$ cat config.mk
export PLATFORM = sky130hd
export DESIGN_NAME = sps_stack
export DESIGN_NICKNAME = d
export VERILOG_FILES = /design/src/sps_size.sv /design/src/sps_stack.sv
export SDC_FILE = /design/constraint.sdc
export NUM_CORES = 1
export LEC_CHECK = 0
export BUFFER_PORTS_ARGS = -buffer_cell sky130_fd_sc_hd__clkbuf_2
export CAP_MARGIN = 10
export CORE_MARGIN = 2
export CORE_UTILIZATION = 25
export CTS_BUF_LIST = sky130_fd_sc_hd__clkbuf_16
export DETAILED_ROUTE_END_ITERATION = 6
export PLACE_DENSITY = 0.41
export SYNTH_ARGS = -nofsm -noshare
export SYNTH_HDL_FRONTEND = slang
export SYNTH_SLANG_ARGS = --single-unit
$ cat constraint.sdc
create_clock -name clk -period 29.8 [get_ports clk]
set_clock_uncertainty 0.05 [all_clocks]
set_input_delay 5.96 -clock clk [delete_from_list [all_inputs] [get_ports clk]]
set_output_delay 5.96 -clock clk [all_outputs]
set_load 0.02 [all_outputs]
$ cat src/sps_size.sv
// ****************************************
// Shared constants and types
// ****************************************
package sps_pkg;

  localparam logic [31:0] SPS_SP_RESET = 32'h0000_0000;
  localparam logic [31:0] SPS_SEG64K_LIMIT = 32'h0000_FFFF;
  localparam logic [16:0] SPS_WRAP_BASE = 17'h1_0000;
  localparam logic [2:0] SPS_BYTES_WORD = 3'h2;
  localparam logic [2:0] SPS_BYTES_DWORD = 3'h4;
  localparam logic [3:0] SPS_BE_WORD = 4'h3;
  localparam logic [3:0] SPS_BE_DWORD = 4'hF;
  localparam logic [15:0] SPS_ZERO_HALF = 16'h0000;

  typedef enum logic [2:0] {
    SPS_PUSH_SEL = 3'h0,
    SPS_POP_SEL = 3'h1,
    SPS_PUSH_ERR = 3'h2,
    SPS_FAR_CALL = 3'h3,
    SPS_POP_MEM = 3'h4,
    SPS_PUSH_SP16 = 3'h5,
    SPS_RET_SP16 = 3'h6
  } sps_kind_type;

  typedef enum logic [2:0] {
    SPS_IDLE = 3'h0,
    SPS_BRCHK = 3'h1,
    SPS_PREP = 3'h2,
    SPS_ACC = 3'h3,
    SPS_DONE = 3'h4
  } sps_state_type;

endpackage

`timescale 1ns/1ps
`default_nettype none

// ****************************************
// Access sizing decode
// ****************************************
module sps_size (
  input wire sps_pkg::sps_kind_type kind,
  input wire logic step,
  input wire logic size32,
  input wire logic legacy_mode,
  output logic [2:0] nbytes,
  output logic [2:0] delta,
  output logic [3:0] be,
  output logic is_pop
);
  import sps_pkg::*;

  logic [2:0] opsz;

  always_comb begin
    opsz = size32 ? SPS_BYTES_DWORD : SPS_BYTES_WORD;
    delta = opsz;
    nbytes = opsz;
    is_pop = 1'b0;
    unique case (kind)
      SPS_PUSH_SEL: begin
        nbytes = legacy_mode ? opsz : SPS_BYTES_WORD;
      end
      SPS_POP_SEL: begin
        is_pop = 1'b1;
        nbytes = legacy_mode ? opsz : SPS_BYTES_WORD;
      end
      SPS_PUSH_ERR: begin
        delta = SPS_BYTES_DWORD;
        nbytes = SPS_BYTES_DWORD;
      end
      SPS_FAR_CALL: begin
        is_pop = 1'b0;
      end
      SPS_POP_MEM: begin
        is_pop = !step;
      end
      SPS_PUSH_SP16: begin
        delta = SPS_BYTES_WORD;
        nbytes = SPS_BYTES_WORD;
      end
      SPS_RET_SP16: begin
        is_pop = 1'b1;
        delta = SPS_BYTES_WORD;
        nbytes = SPS_BYTES_WORD;
      end
      default: begin
        is_pop = 1'b0;
      end
    endcase
    be = (nbytes == SPS_BYTES_DWORD) ? SPS_BE_DWORD : SPS_BE_WORD;
  end

endmodule

`default_nettype wire

$ cat src/sps_stack.sv
`timescale 1ns/1ps
`default_nettype none

module sps_stack (
  input wire logic clk,
  input wire logic reset,
  input wire logic legacy_mode,
  input wire logic op_valid,
  input wire sps_pkg::sps_kind_type op_kind,
  input wire logic op_size32,
  input wire logic stack_32,
  input wire logic [31:0] seg_limit,
  input wire logic [15:0] op_sel,
  input wire logic [31:0] op_data,
  input wire logic [31:0] idx_disp,
  input wire logic dest_sp_base,
  input wire logic sp_load,
  input wire logic [31:0] sp_load_value,
  input wire logic branch_done,
  input wire logic branch_fault,
  input wire logic mem_ack,
  input wire logic mem_page_fault,
  input wire logic [31:0] mem_rdata,
  output logic op_ready,
  output logic op_done,
  output logic op_fault,
  output logic [31:0] stack_pointer,
  output logic [31:0] pop_data,
  output logic mem_req,
  output logic mem_write,
  output logic [31:0] mem_addr,
  output logic [3:0] mem_be,
  output logic [31:0] mem_wdata,
  output logic fault_stack,
  output logic fault_limit,
  output logic fault_page
);
  import sps_pkg::*;

  // ****************************************
  // State
  // ****************************************
  typedef struct packed {
    sps_state_type state;
    sps_kind_type kind;
    logic size32;
    logic stack_32;
    logic step;
    logic [31:0] sp;
    logic [31:0] sp_start;
    logic [31:0] sp_next;
    logic [15:0] sel;
    logic [31:0] data;
    logic [31:0] idx;
    logic dest_sp;
    logic mem_req;
    logic mem_write;
    logic [31:0] mem_addr;
    logic [3:0] mem_be;
    logic [31:0] mem_wdata;
    logic [31:0] pop_data;
    logic fault;
  } sps_regs_type;

  sps_regs_type st_r;
  sps_regs_type st_nxt;

  logic [2:0] nbytes;
  logic [2:0] delta;
  logic [3:0] be;
  logic is_pop;
  logic [31:0] new_sp;
  logic [31:0] acc_addr;
  logic [31:0] acc_wdata;
  logic [32:0] last_byte;
  logic wrapped;
  logic lim_err;
  logic ss_err;
  logic page_err;

  // ****************************************
  // Helpers
  // ****************************************
  // A 16-bit stack addresses and moves only the low half
  function automatic logic [31:0] stack_addr(input logic [31:0] sp, input logic s32);
    stack_addr = s32 ? sp : {SPS_ZERO_HALF, sp[15:0]};
  endfunction

  function automatic logic [31:0] sp_commit(input logic [31:0] old_sp, input logic [31:0] upd,
                                            input logic s32);
    sp_commit = s32 ? upd : {old_sp[31:16], upd[15:0]};
  endfunction

  sps_size u_size (
    .kind(st_r.kind),
    .step(st_r.step),
    .size32(st_r.size32),
    .legacy_mode(legacy_mode),
    .nbytes(nbytes),
    .delta(delta),
    .be(be),
    .is_pop(is_pop)
  );

  // ****************************************
  // Access formation
  // ****************************************
  always_comb begin
    new_sp = is_pop ? st_r.sp + {29'h0, delta} : st_r.sp - {29'h0, delta};
    acc_addr = is_pop ? stack_addr(st_r.sp, st_r.stack_32) : stack_addr(new_sp, st_r.stack_32);
    wrapped = !st_r.stack_32 && (st_r.sp[15:0] < st_r.sp_start[15:0]);
    ss_err = 1'b0;
    acc_wdata = st_r.pop_data;
    unique case (st_r.kind)
      SPS_PUSH_SEL: begin
        acc_wdata = {SPS_ZERO_HALF, st_r.sel};
      end
      SPS_FAR_CALL: begin
        acc_wdata = st_r.step ? st_r.data : {SPS_ZERO_HALF, st_r.sel};
      end
      SPS_PUSH_ERR, SPS_PUSH_SP16: begin
        acc_wdata = {SPS_ZERO_HALF, st_r.data[15:0]};
      end
      SPS_POP_MEM: begin
        if (st_r.step) begin
          new_sp = st_r.sp;
          if (!st_r.dest_sp) begin
            acc_addr = st_r.idx;
          end else if (legacy_mode && wrapped) begin
            // Legacy wrap: small segment faults, large one writes past 64K
            ss_err = (seg_limit <= SPS_SEG64K_LIMIT);
            acc_addr = {15'h0, SPS_WRAP_BASE} + st_r.idx;
          end else begin
            acc_addr = stack_addr(st_r.sp, st_r.stack_32) + st_r.idx;
          end
        end
      end
      default: begin
        acc_wdata = st_r.pop_data;
      end
    endcase
    last_byte = {1'b0, acc_addr} + {30'h0, nbytes} - 33'h0_0000_0001;
    // Only bytes really touched are checked, so default mode never trips on the upper pair
    lim_err = (st_r.state == SPS_PREP) && !ss_err && (last_byte > {1'b0, seg_limit});
    page_err = (st_r.state == SPS_ACC) && mem_ack && mem_page_fault;
  end

  // ****************************************
  // Sequencer
  // ****************************************
  always_comb begin
    st_nxt = st_r;
    unique case (st_r.state)
      SPS_IDLE: begin
        st_nxt.fault = 1'b0;
        if (sp_load) begin
          st_nxt.sp = sp_load_value;
        end
        if (op_valid) begin
          st_nxt.kind = op_kind;
          st_nxt.size32 = op_size32;
          st_nxt.stack_32 = stack_32;
          st_nxt.step = 1'b0;
          st_nxt.sel = op_sel;
          st_nxt.data = op_data;
          st_nxt.idx = idx_disp;
          st_nxt.dest_sp = dest_sp_base;
          st_nxt.sp_start = sp_load ? sp_load_value : st_r.sp;
          st_nxt.state = (op_kind == SPS_FAR_CALL) ? SPS_BRCHK : SPS_PREP;
        end
      end
      SPS_BRCHK: begin
        // No push issues until the branch target has been cleared
        if (branch_done) begin
          if (branch_fault) begin
            st_nxt.fault = 1'b1;
            st_nxt.state = SPS_DONE;
          end else begin
            st_nxt.state = SPS_PREP;
          end
        end
      end
      SPS_PREP: begin
        if (lim_err || ss_err) begin
          st_nxt.sp = st_r.sp_start;
          st_nxt.fault = 1'b1;
          st_nxt.state = SPS_DONE;
        end else begin
          st_nxt.sp_next = sp_commit(st_r.sp, new_sp, st_r.stack_32);
          st_nxt.mem_req = 1'b1;
          st_nxt.mem_write = !is_pop;
          st_nxt.mem_addr = acc_addr;
          st_nxt.mem_be = be;
          st_nxt.mem_wdata = acc_wdata;
          st_nxt.state = SPS_ACC;
        end
      end
      SPS_ACC: begin
        if (mem_ack) begin
          st_nxt.mem_req = 1'b0;
          if (mem_page_fault) begin
            st_nxt.sp = st_r.sp_start;
            st_nxt.fault = 1'b1;
            st_nxt.state = SPS_DONE;
          end else begin
            st_nxt.sp = st_r.sp_next;
            if (is_pop) begin
              st_nxt.pop_data = (nbytes == SPS_BYTES_DWORD) ? mem_rdata : {SPS_ZERO_HALF, mem_rdata[15:0]};
            end
            if (st_r.kind == SPS_RET_SP16) begin
              st_nxt.sp = {SPS_ZERO_HALF, mem_rdata[15:0]};
            end
            if ((st_r.kind == SPS_FAR_CALL || st_r.kind == SPS_POP_MEM) && !st_r.step) begin
              st_nxt.step = 1'b1;
              st_nxt.state = SPS_PREP;
            end else begin
              st_nxt.state = SPS_DONE;
            end
          end
        end
      end
      SPS_DONE: begin
        st_nxt.state = SPS_IDLE;
      end
      default: begin
        st_nxt.state = SPS_IDLE;
      end
    endcase
  end

  always_ff @(posedge clk) begin
    if (reset) begin
      st_r <= '0;
      st_r.state <= SPS_IDLE;
      st_r.kind <= SPS_PUSH_SEL;
      st_r.sp <= SPS_SP_RESET;
    end else begin
      st_r <= st_nxt;
    end
  end

  // ****************************************
  // Outputs
  // ****************************************
  assign op_ready = (st_r.state == SPS_IDLE);
  assign op_done = (st_r.state == SPS_DONE);
  assign op_fault = st_r.fault;
  assign stack_pointer = st_r.sp;
  assign pop_data = st_r.pop_data;
  assign mem_req = st_r.mem_req;
  assign mem_write = st_r.mem_write;
  assign mem_addr = st_r.mem_addr;
  assign mem_be = st_r.mem_be;
  assign mem_wdata = st_r.mem_wdata;
  // Combinational so the report lands in the cycle the access is withheld
  assign fault_stack = (st_r.state == SPS_PREP) && ss_err;
  assign fault_limit = lim_err;
  assign fault_page = page_err;

endmodule

`default_nettype wire

# [Word-level counts from Yosys, hierarchy flattened]
# Index checks and enable logic that the tools add are counted.
[op_classes] addsub=6 n_lt_le_gt_ge=3 n_eq_ne=21 mux=51 bitwise=2 n_reduce_logical=32
[op_table] cell="32-bit two-way mux" n=17
[op_table] cell="32-bit one-hot mux with 3 select lines" n=2
[op_table] cell="70-bit two-way mux" n=1
[op_table] cell="32-bit by 3-bit adder with 33-bit output" n=1
[op_table] cell="33-bit by 32-bit > comparator with 1-bit output" n=1
[op_table] cell="33-bit two-way mux" n=1
[op_table] cell="33-bit by 1-bit subtractor with 33-bit output (second input constant)" n=1
[op_table] cell="17-bit by 32-bit adder with 32-bit output (first input constant)" n=1
[op_table] cell="32-bit by 3-bit adder with 32-bit output" n=1
[op_table] cell="32-bit adder" n=1
[op_table] cell="32-bit by 16-bit less-or-equal comparator with 1-bit output (second input constant)" n=1
[op_table] cell="32-bit by 3-bit subtractor with 32-bit output" n=1
[op_table] cell="3-bit two-way mux" n=8
[op_table] cell="16-bit < comparator" n=1
[op_table] cell="3-bit by 2-bit == test with 1-bit output (second input constant)" n=5
[op_table] cell="3-bit == test (second input constant)" n=5
[op_table] cell="2-bit inequality test (second input constant)" n=7
[op_table] cell="1-bit two-way mux" n=12
[op_table] cell="3-bit one-hot mux with 4 select lines" n=1
[op_table] cell="9-bit two-way mux" n=1
[op_table] cell="3-bit one-hot mux with 3 select lines" n=1
[op_table] cell="3-bit AND reduction" n=3
[op_table] cell="1-bit logical AND" n=8
[op_table] cell="2-bit OR reduction" n=4
[op_table] cell="other kinds (18)" n=30
[word_totals] register_bits=289 in_bits=191 wordCells=134

# [Depth between registers and ports, before layout]
# Gate-level depths: netlist of run 1.
[logic_depth] depth_word=16 ltp_mapped=46 ltp_nobuf=42

# [Hierarchy]
# From an unflattened synthesis of run 1, not the netlist that was laid out.
[hier_totals] cells_unflattened=2804 area_unflattened_um2=20922.6
[by_module_without_submodules] module="sps_stack" n_inst=1 cells_per_inst=2781 area_each_um2=20757.4 seq_area_each_um2=5785.5
[by_module_without_submodules] module="sps_size" n_inst=1 cells_per_inst=23 area_each_um2=165.2 seq_area_each_um2=0.0

# [Least setup slack after synthesis of run 1]
# No wires, ideal clock.
[synth_path] kind="input port to output port" from="in legacy_mode" to="out fault_limit" arrival_time_ns=12.064 t_required_ns=23.790 setup_slack_ns=11.726 stages=31 path_cell_list="o211ai_1 -> or2_1 -> a21oi_1 -> nor2_1 -> nand2_1 -> clkbuf_1 -> nand2_1 -> a21oi_1 -> a221oi_1 -> ha_1 -> inv_1 -> ha_1 -> fa_1 -> a21o_1 -> a21oi_1 -> o211ai_1 -> a31o_2 -> o311a_1 -> o21a_1 -> o21a_1 -> o41ai_1 -> o31ai_1 -> xor2_1 -> ha_1 -> nand4_1 -> or2_2 -> nor3_1 -> o21ai_0 -> a41oi_1 -> o31ai_1 -> a21oi_1"
[synth_between] elab_chain_len=9
[synth_rtl] item="start: declaration" line="sps_stack.sv:7" source="input wire logic legacy_mode,"
[synth_rtl] item="1-bit logical AND" line="sps_stack.sv:129" source="end else if (legacy_mode && wrapped) begin"
[synth_rtl] item="32-bit two-way mux" line="sps_stack.sv:129"
[synth_rtl] item="32-bit two-way mux" line="sps_stack.sv:127" source="if (!st_r.dest_sp) begin"
[synth_rtl] item="32-bit two-way mux" line="sps_stack.sv:125" source="if (st_r.step) begin"
[synth_rtl] item="32-bit two-way mux" line="sps_stack.sv:114" source="unique case (st_r.kind)"
[synth_rtl] item="32-bit by 3-bit adder with 33-bit output" line="sps_stack.sv:142" source="last_byte = {1'b0, acc_addr} + {30'h0, nbytes} - 33'h0_0000_0001;"
[synth_rtl] item="33-bit by 1-bit subtractor with 33-bit output" line="sps_stack.sv:142"
[synth_rtl] item="33-bit by 32-bit > comparator with 1-bit output" line="sps_stack.sv:144" source="lim_err = (st_r.state == SPS_PREP) && !ss_err && (last_byte > {1'b0, seg_limit});"
[synth_rtl] item="1-bit logical AND (*)" line="sps_stack.sv:144"
[synth_rtl] item="end: declaration" line="sps_stack.sv:35" source="output logic fault_limit,"
# Every way passes the cells marked *; elsewhere a longest branch is shown, timed or not.

# [Worst setup path after layout of run 1]
# Ends and elaborated chain as after synthesis.

==> flow_summary.json, run 1 <==
{
  "synth_seq_area_share_pct": 27.8,
  "grt_pass1_wl_um": 132000,
  "slew_violations": 0,
  "place_ws_ns": 10.13,
  "area_growth_pct": 13.6,
  "vdd_drop_max_mv": 0.0772,
  "slew_headroom_pct": 21.3,
  "fmax_ghz": 0.0508,
  "cts_hold_buffers": 0,
  "wl_per_cell_um": 23.0,
  "critPathArrivalTime_ns": 13.69,
  "p_int_mw": 1.71,
  "grt_use_total_pct": 20.3,
  "maxCapViolations": 0,
  "syn_nets": 3033,
  "fill_cells": 8988,
  "syn_area_um2": 20700,
  "synth_area_per_cell_um2": 7.68,
  "fin_worst_hold_slack_ns": 0.406,
  "wirelength_um": 89900,
  "dieArea_um2": 85100,
  "timing.setup.tns_ns": 0,
  "utilization_pct": 28.7,
  "cpMostUsedCell": "a21oi_1",
  "synthFlopType": "dfxtp_1",
  "setup_violations": 0,
  "crit_type": "in -> out",
  "grt.busiest_layer": "met2",
  "end_kind": "primary output",
  "timing.final.ws_setup_ns": 10.10,
  "setup.worst_path.start_class": "primary input",
  "overflow": 0,
  "placed_area_um2": 22300,
  "hold_depth": 2,
  "drive_gt1_share_pct": 18.2,
  "place_congestion": 0.887,
  "num_vias": 20505,
  "critical_path_peak_fanout": 21,
  "coreArea_um2": 82000,
  "stdcell_area_um2": 23500,
  "power.leakage_nw": 9.78,
  "cts_resized": 0,
  "avgViaCountPerCell": 5.25,
  "synth-edff-count": 0,
  "max_stage_delay_ns": 0.61,
  "pwr-share-comb_pct": 70.5,
  "grt_use_met2_pct": 33.8,
  "hold_viol": 0,
  "swShare_pct": 52.7,
  "period_minus_slack_ns": 19.70,
  "clkLatencyLatePin_ns": 0.59,
  "grt_pass1_vias": 19900,
  "fp.dieW_um": 292,
  "synth.distinct_cells": 87,
  "power_density_nw_per_um2": 154,
  "cts_num_sinks": 287,
  "cts_setup_buffers": 0,
  "cts_tree": "done",
  "hp-class": "reg -> reg",
  "grt_use_met3_pct": 2.70,
  "dp_hpwl_um": 67700,
  "switchingPower_mw": 1.90,
  "cp_slowest_cell": "o41ai_1",
  "postRouteAntennaNets": 0,
  "synthArstFlopShare_pct": 0,
  "start_util_pct": 25.2,
  "route.detailed.drc": 0,
  "pwr-share-clk_pct": 12.3,
  "worstMarginPinSlew_ns": 1.18,
  "antenna_found_initial": 6,
  "initialDrtViolationCount": 1354,
  "period_share_pct": 66.1,
  "seq_area_um2": 5750,
  "multi_input_area_um2": 12900,
  "firstDrtPassIters": 7,
  "grt_use_met1_pct": 27.3,
  "rsz0062_at_grt": "no",
  "clk_pin_slew_ns": 0.06,
  "yosys_warnings": 0,
  "netlist_instances": 2696,
  "boundaryPins": 331,
  "grt_max_degree": 99,
  "clk_path_buf_depth": 3,
  "p_seq_share_pct": 17.2,
  "yosys_register_bits": 287,
  "ctsRootBufferMaster": "clkbuf_16",
  "num_rows": 105,
  "layout.nets": 3141,
  "ctsHtreeMaxLevel": 2,
  "cts_buffers": 38,
  "rr_worst_depth": 42,
  "die_h_um": 292,
  "port_buffers": 330,
  "cp.required_ns": 23.79,
  "status": "completed"
}
## registers in the layout (all words and copies together), names as in the netlist
register	cells
mem_req	1
stack_pointer	32
mem_wdata	32
st_r	154
mem_addr	32
pop_data	32
mem_be	2
mem_write	1
op_fault	1
## cell usage in the layout (no fill, tap or decap), types with 19 or more instances in the layout
cell	instances
clkbuf_2	329
nand3_1	52
nor3_1	107
a222oi_1	19
xnor2_1	52
nand2_1	368
nand2b_1	24
dfxtp_1	287
and2_1	24
nand4_1	24
xor2_1	28
a21oi_1	278
inv_1	121
o21ai_0	107
mux2i_1	48
nor2_1	176
a21o_1	53
ha_1	143
clkbuf_16	39
a211oi_1	140
buf_4	38
a22oi_1	38
a211oi_2	44
## area by class of cell
cell class | instances | share of cell area, %
multi-input cells | 1991 | 54.7
inverters | 118 | 1.88
repair buffers | 368 | 8.28
well taps | 1070 | 5.69
clock buffers | 39 | 4.15
diodes | 4 | 0.0426
clock inverters | 31 | 0.803
flip-flops and latches | 287 | 24.4
## kinds of logic (layout without fill, tap and decap cells)
| family | count (synthesis) | after routing | synth area share (%) |
|---|---|---|---|
| AO/OA/AOI/OAI | 842 | 842 | 27.8 |
| XOR/XNOR | 81 | 81 | 3.43 |
| adder cells (fa/ha/maj) | 146 | 146 | 8.93 |
| buffers and inverters | 418 | 556 | 10.4 |
| flip-flops | 287 | 287 | 27.8 |
| multiplexers | 55 | 55 | 2.70 |
| other | 0 | 4 | 0 |
| AND/OR/NAND/NOR | 867 | 867 | 19.0 |
## worst max-delay path: cells and delay by family
family | cells | cell delay [ns]
buffers and inverters | 5 | 0.84
and+or+nand+nor | 4 | 0.61
AOI/OAI and AO/OA | 20 | 4.85
adders and majority gates | 4 | 1.24
xor gates and xnor gates | 1 | 0.16
## power groups by stage
stage	combinational [mW]	clock, mW	sequential (mW)
6_report	2.55	0.444	0.623
5_1_grt	2.81	0.471	0.637
4_1_cts	2.55	0.456	0.623
3_5_place_dp	2.53	0	0.630
3_3_place_gp	2.49	0	0.628
2_1_floorplan	1.89	0	0.565
## worst paths after layout
check | startpoint | end | slack, ns
worst max-delay path | legacy_mode | fault_limit | 10.10
worst max register to register | st_r[284]$_SDFFE_PP0P_ | stack_pointer[25]$_SDFFE_PP0P_ | 17.62
worst min-delay path | st_r[160]$_SDFFE_PP0P_ | st_r[160]$_SDFFE_PP0P_ | 0.41
worst min register to register | st_r[160]$_SDFFE_PP0P_ | st_r[160]$_SDFFE_PP0P_ | 0.41
## synth_stat cells, types with 5 or more instances
library cell,n,area (um^2)
a2111oi_0,18,158
a211oi_1,140,1050
a211oi_2,44,551
a21o_1,53,398
a21oi_1,279,1400
a221oi_1,11,96.3
a222oi_1,19,190
a22oi_1,38,285
a311oi_1,11,96.3
a31o_2,5,43.8
a31oi_1,19,119
and2_1,25,156
and3_1,13,81.3
buf_1,5,18.8
buf_2,16,80.1
buf_4,140,1050
buf_6,6,67.6
clkbuf_1,132,495
dfxtp_1,287,5750
ha_1,143,1790
inv_1,117,439
mux2_2,6,67.6
mux2i_1,48,480
nand2_1,369,1390
nand2b_1,24,150
nand3_1,52,260
nand4_1,24,150
nor2_1,179,672
nor2b_1,17,106
nor3_1,109,546
nor3b_1,6,45.0
nor4_1,8,50.1
o211ai_1,17,128
o21a_1,15,113
o21ai_0,107,536
o21ai_1,6,30.0
o21bai_1,10,75.1
o221ai_1,5,43.8
o31ai_1,9,67.6
or2_2,6,37.5
or3_1,10,62.6
xnor2_1,53,464
xor2_1,28,245
## metrics by stage
step / std cells / total power [mW]
after global placement: 3834 / 3.12
after global routing: 3908 / 3.92
after floorplan: 2696 / 2.45
final: 3908 / 3.61
after CTS: 3904 / 3.62
after detailed placement: 3834 / 3.16
## layer usage
layer / wire length [um] / part of all wire (%)
met5: 29 / 0.032
met4: 2220 / 2.5
met3: 4680 / 5.2
met2: 42300 / 47
met1: 40700 / 45
(Power assumes the default switching activity.)
==> run 2: changes to the inputs <==
- clock period: 29.8 -> 18.3 ns (I/O delays scaled with it)
==> flow_summary.json, run 2 (synthesis results as in run 1) <==
{
  "status": "completed",
  "placed_area_um2": 22400,
  "max_stage_delay_ns": 0.70,
  "overflow": 0,
  "setup_violations": 0,
  "grt_pass1_wl_um": 131000,
  "grt_use_total_pct": 20.2,
  "wl_met2_um": 42100,
  "pwr-share-comb_pct": 70.6,
  "final_common_cell": "nand2_1",
  "firstDrtPassIters": 6,
  "cts_hold_buffers": 0,
  "hold_viol": 0,
  "grt_pass1_vias": 19954,
  "largest_register_ffs": 154,
  "coreArea_um2": 82000,
  "highest_layer": "met5",
  "stdcell_area_um2": 23500,
  "switchingPower_mw": 3.11,
  "drive_gt1_share_pct": 18.2,
  "slew_headroom_pct": 25.8,
  "fp.dieW_um": 292,
  "power.leakage_nw": 9.80,
  "cts_setup_buffers": 0,
  "area_growth_pct": 13.6,
  "top_register": "st_r",
  "maxCapViolations": 0,
  "num_vias": 20479,
  "dp_hpwl_um": 67600,
  "pwr-share-clk_pct": 12.2,
  "cts_num_sinks": 287,
  "die_h_um": 292,
  "p_int_mw": 2.79,
  "vdd_drop_max_mv": 0.102,
  "wirelength_um": 89200,
  "hp-class": "reg -> reg",
  "avgViaCountPerCell": 5.24,
  "layout.nets": 3142,
  "cts_buffers": 37,
  "critPathArrivalTime_ns": 11.52,
  "met3WireLength_um": 4240,
  "route.detailed.drc": 0,
  "grt_max_degree": 121,
  "boundaryPins": 331,
  "num_rows": 105,
  "m1WireLength_um": 40500,
  "place_congestion": 0.898,
  "cp_slowest_cell": "o31ai_1",
  "end_kind": "primary output",
  "cpMostUsedCell": "a21oi_1",
  "timing.setup.tns_ns": 0,
  "postRouteAntennaNets": 0,
  "cp.required_ns": 14.59,
  "antenna_found_initial": 3,
  "ctsRootBufferMaster": "clkbuf_16",
  "clk_path_buf_depth": 3,
  "final_cell_mix": "367 x nand2_1, 329 x clkbuf_2, 287 x dfxtp_1",
  "clk_pin_slew_ns": 0.06,
  "start_util_pct": 25.2,
  "slew_violations": 0,
  "dieArea_um2": 85100,
  "fill_cells": 9038,
  "crit_type": "in -> out",
  "wl_per_cell_um": 22.9,
  "critical_path_peak_fanout": 21,
  "cts_tree": "done",
  "period_share_pct": 83.2,
  "rsz0062_at_grt": "no",
  "initialDrtViolationCount": 1348,
  "port_buffers": 330,
  "swShare_pct": 52.8,
  "period_minus_slack_ns": 15.23,
  "p_seq_share_pct": 17.2,
  "worstMarginPinSlew_ns": 1.11,
  "clkLatencyLatePin_ns": 0.58,
  "power_density_nw_per_um2": 251,
  "setup.worst_path.start_class": "primary input",
  "ctsHtreeMaxLevel": 2,
  "fmax_ghz": 0.0656,
  "cts_resized": 0
}
run 2: changes by cell type in the layout (fill, tap and decap cells not counted), moves of 2 or more:
cell / delta
buf_4: +2
clkinv_2: -4
clkinv_4: +2
clkinvlp_4: -3
inv_1: +2
run 2: path summary, 6_finish.rpt:
check             cells past startpoint  slack, ns                         to              startpoint
setup / recovery                     34       3.07                fault_limit             legacy_mode
hold / removal                        2       0.40     st_r[167]$_SDFFE_PP0P_  st_r[167]$_SDFFE_PP0P_
setup reg to reg                     41       6.14  mem_wdata[8]$_SDFFE_PP0P_  st_r[284]$_SDFFE_PP0P_
hold reg to reg                       2       0.40     st_r[167]$_SDFFE_PP0P_  st_r[167]$_SDFFE_PP0P_
run 2: worst max-delay path: cells and delay by family:
kind | cells | cell delay [ns]
compound gates | 20 | 5.02
xor+xnor | 1 | 0.17
fa+ha+maj | 4 | 1.24
buf+inv | 5 | 0.82
simple gates | 4 | 0.60
run 2: metrics by stage:
stage | cells | utilization (%) | power, mW | setup WS, ns | hold WS (ns)
after global routing | 3904 | 28.7 | 6.41 | 2.37 | 0.426
after CTS | 3902 | 28.7 | 5.94 | 2.92 | 0.406
after floorplan | 2696 | - | 3.99 | 4.83 | 0.386
after detailed placement | 3836 | 27.3 | 5.19 | 2.98 | 0.398
final | 3905 | 28.7 | 5.90 | 3.07 | 0.404
after global placement | 3836 | 27.3 | 5.14 | 3.12 | 0.392
run 2: final cells by class:
| type | count | area [um^2] | area share, % |
|---|---|---|---|
| diodes | 3 | 7.51 | 0.0319 |
| clock inverters | 28 | 205 | 0.872 |
| flip-flops and latches | 287 | 5750 | 24.4 |
| well taps | 1070 | 1340 | 5.69 |
| clock buffers | 38 | 951 | 4.04 |
| inverters | 118 | 443 | 1.88 |
| repair buffers | 370 | 1960 | 8.34 |
| multi-input cells | 1991 | 12900 | 54.7 |
run 2: power by group through the flow:
stage	registers, mW	logic (mW)	clock network (mW)
finish	1.01	4.17	0.721
global route	1.04	4.61	0.767
CTS	1.01	4.18	0.745
detailed placement	1.03	4.16	0
global placement	1.02	4.12	0
floorplan	0.920	3.07	0
run 2: layer usage:
metal	track usage (%)	vias to the layer above
met5	0	-
met4	5.95	2
met3	2.29	108
met2	33.9	619
met1	27.1	9910
li1	-	9840
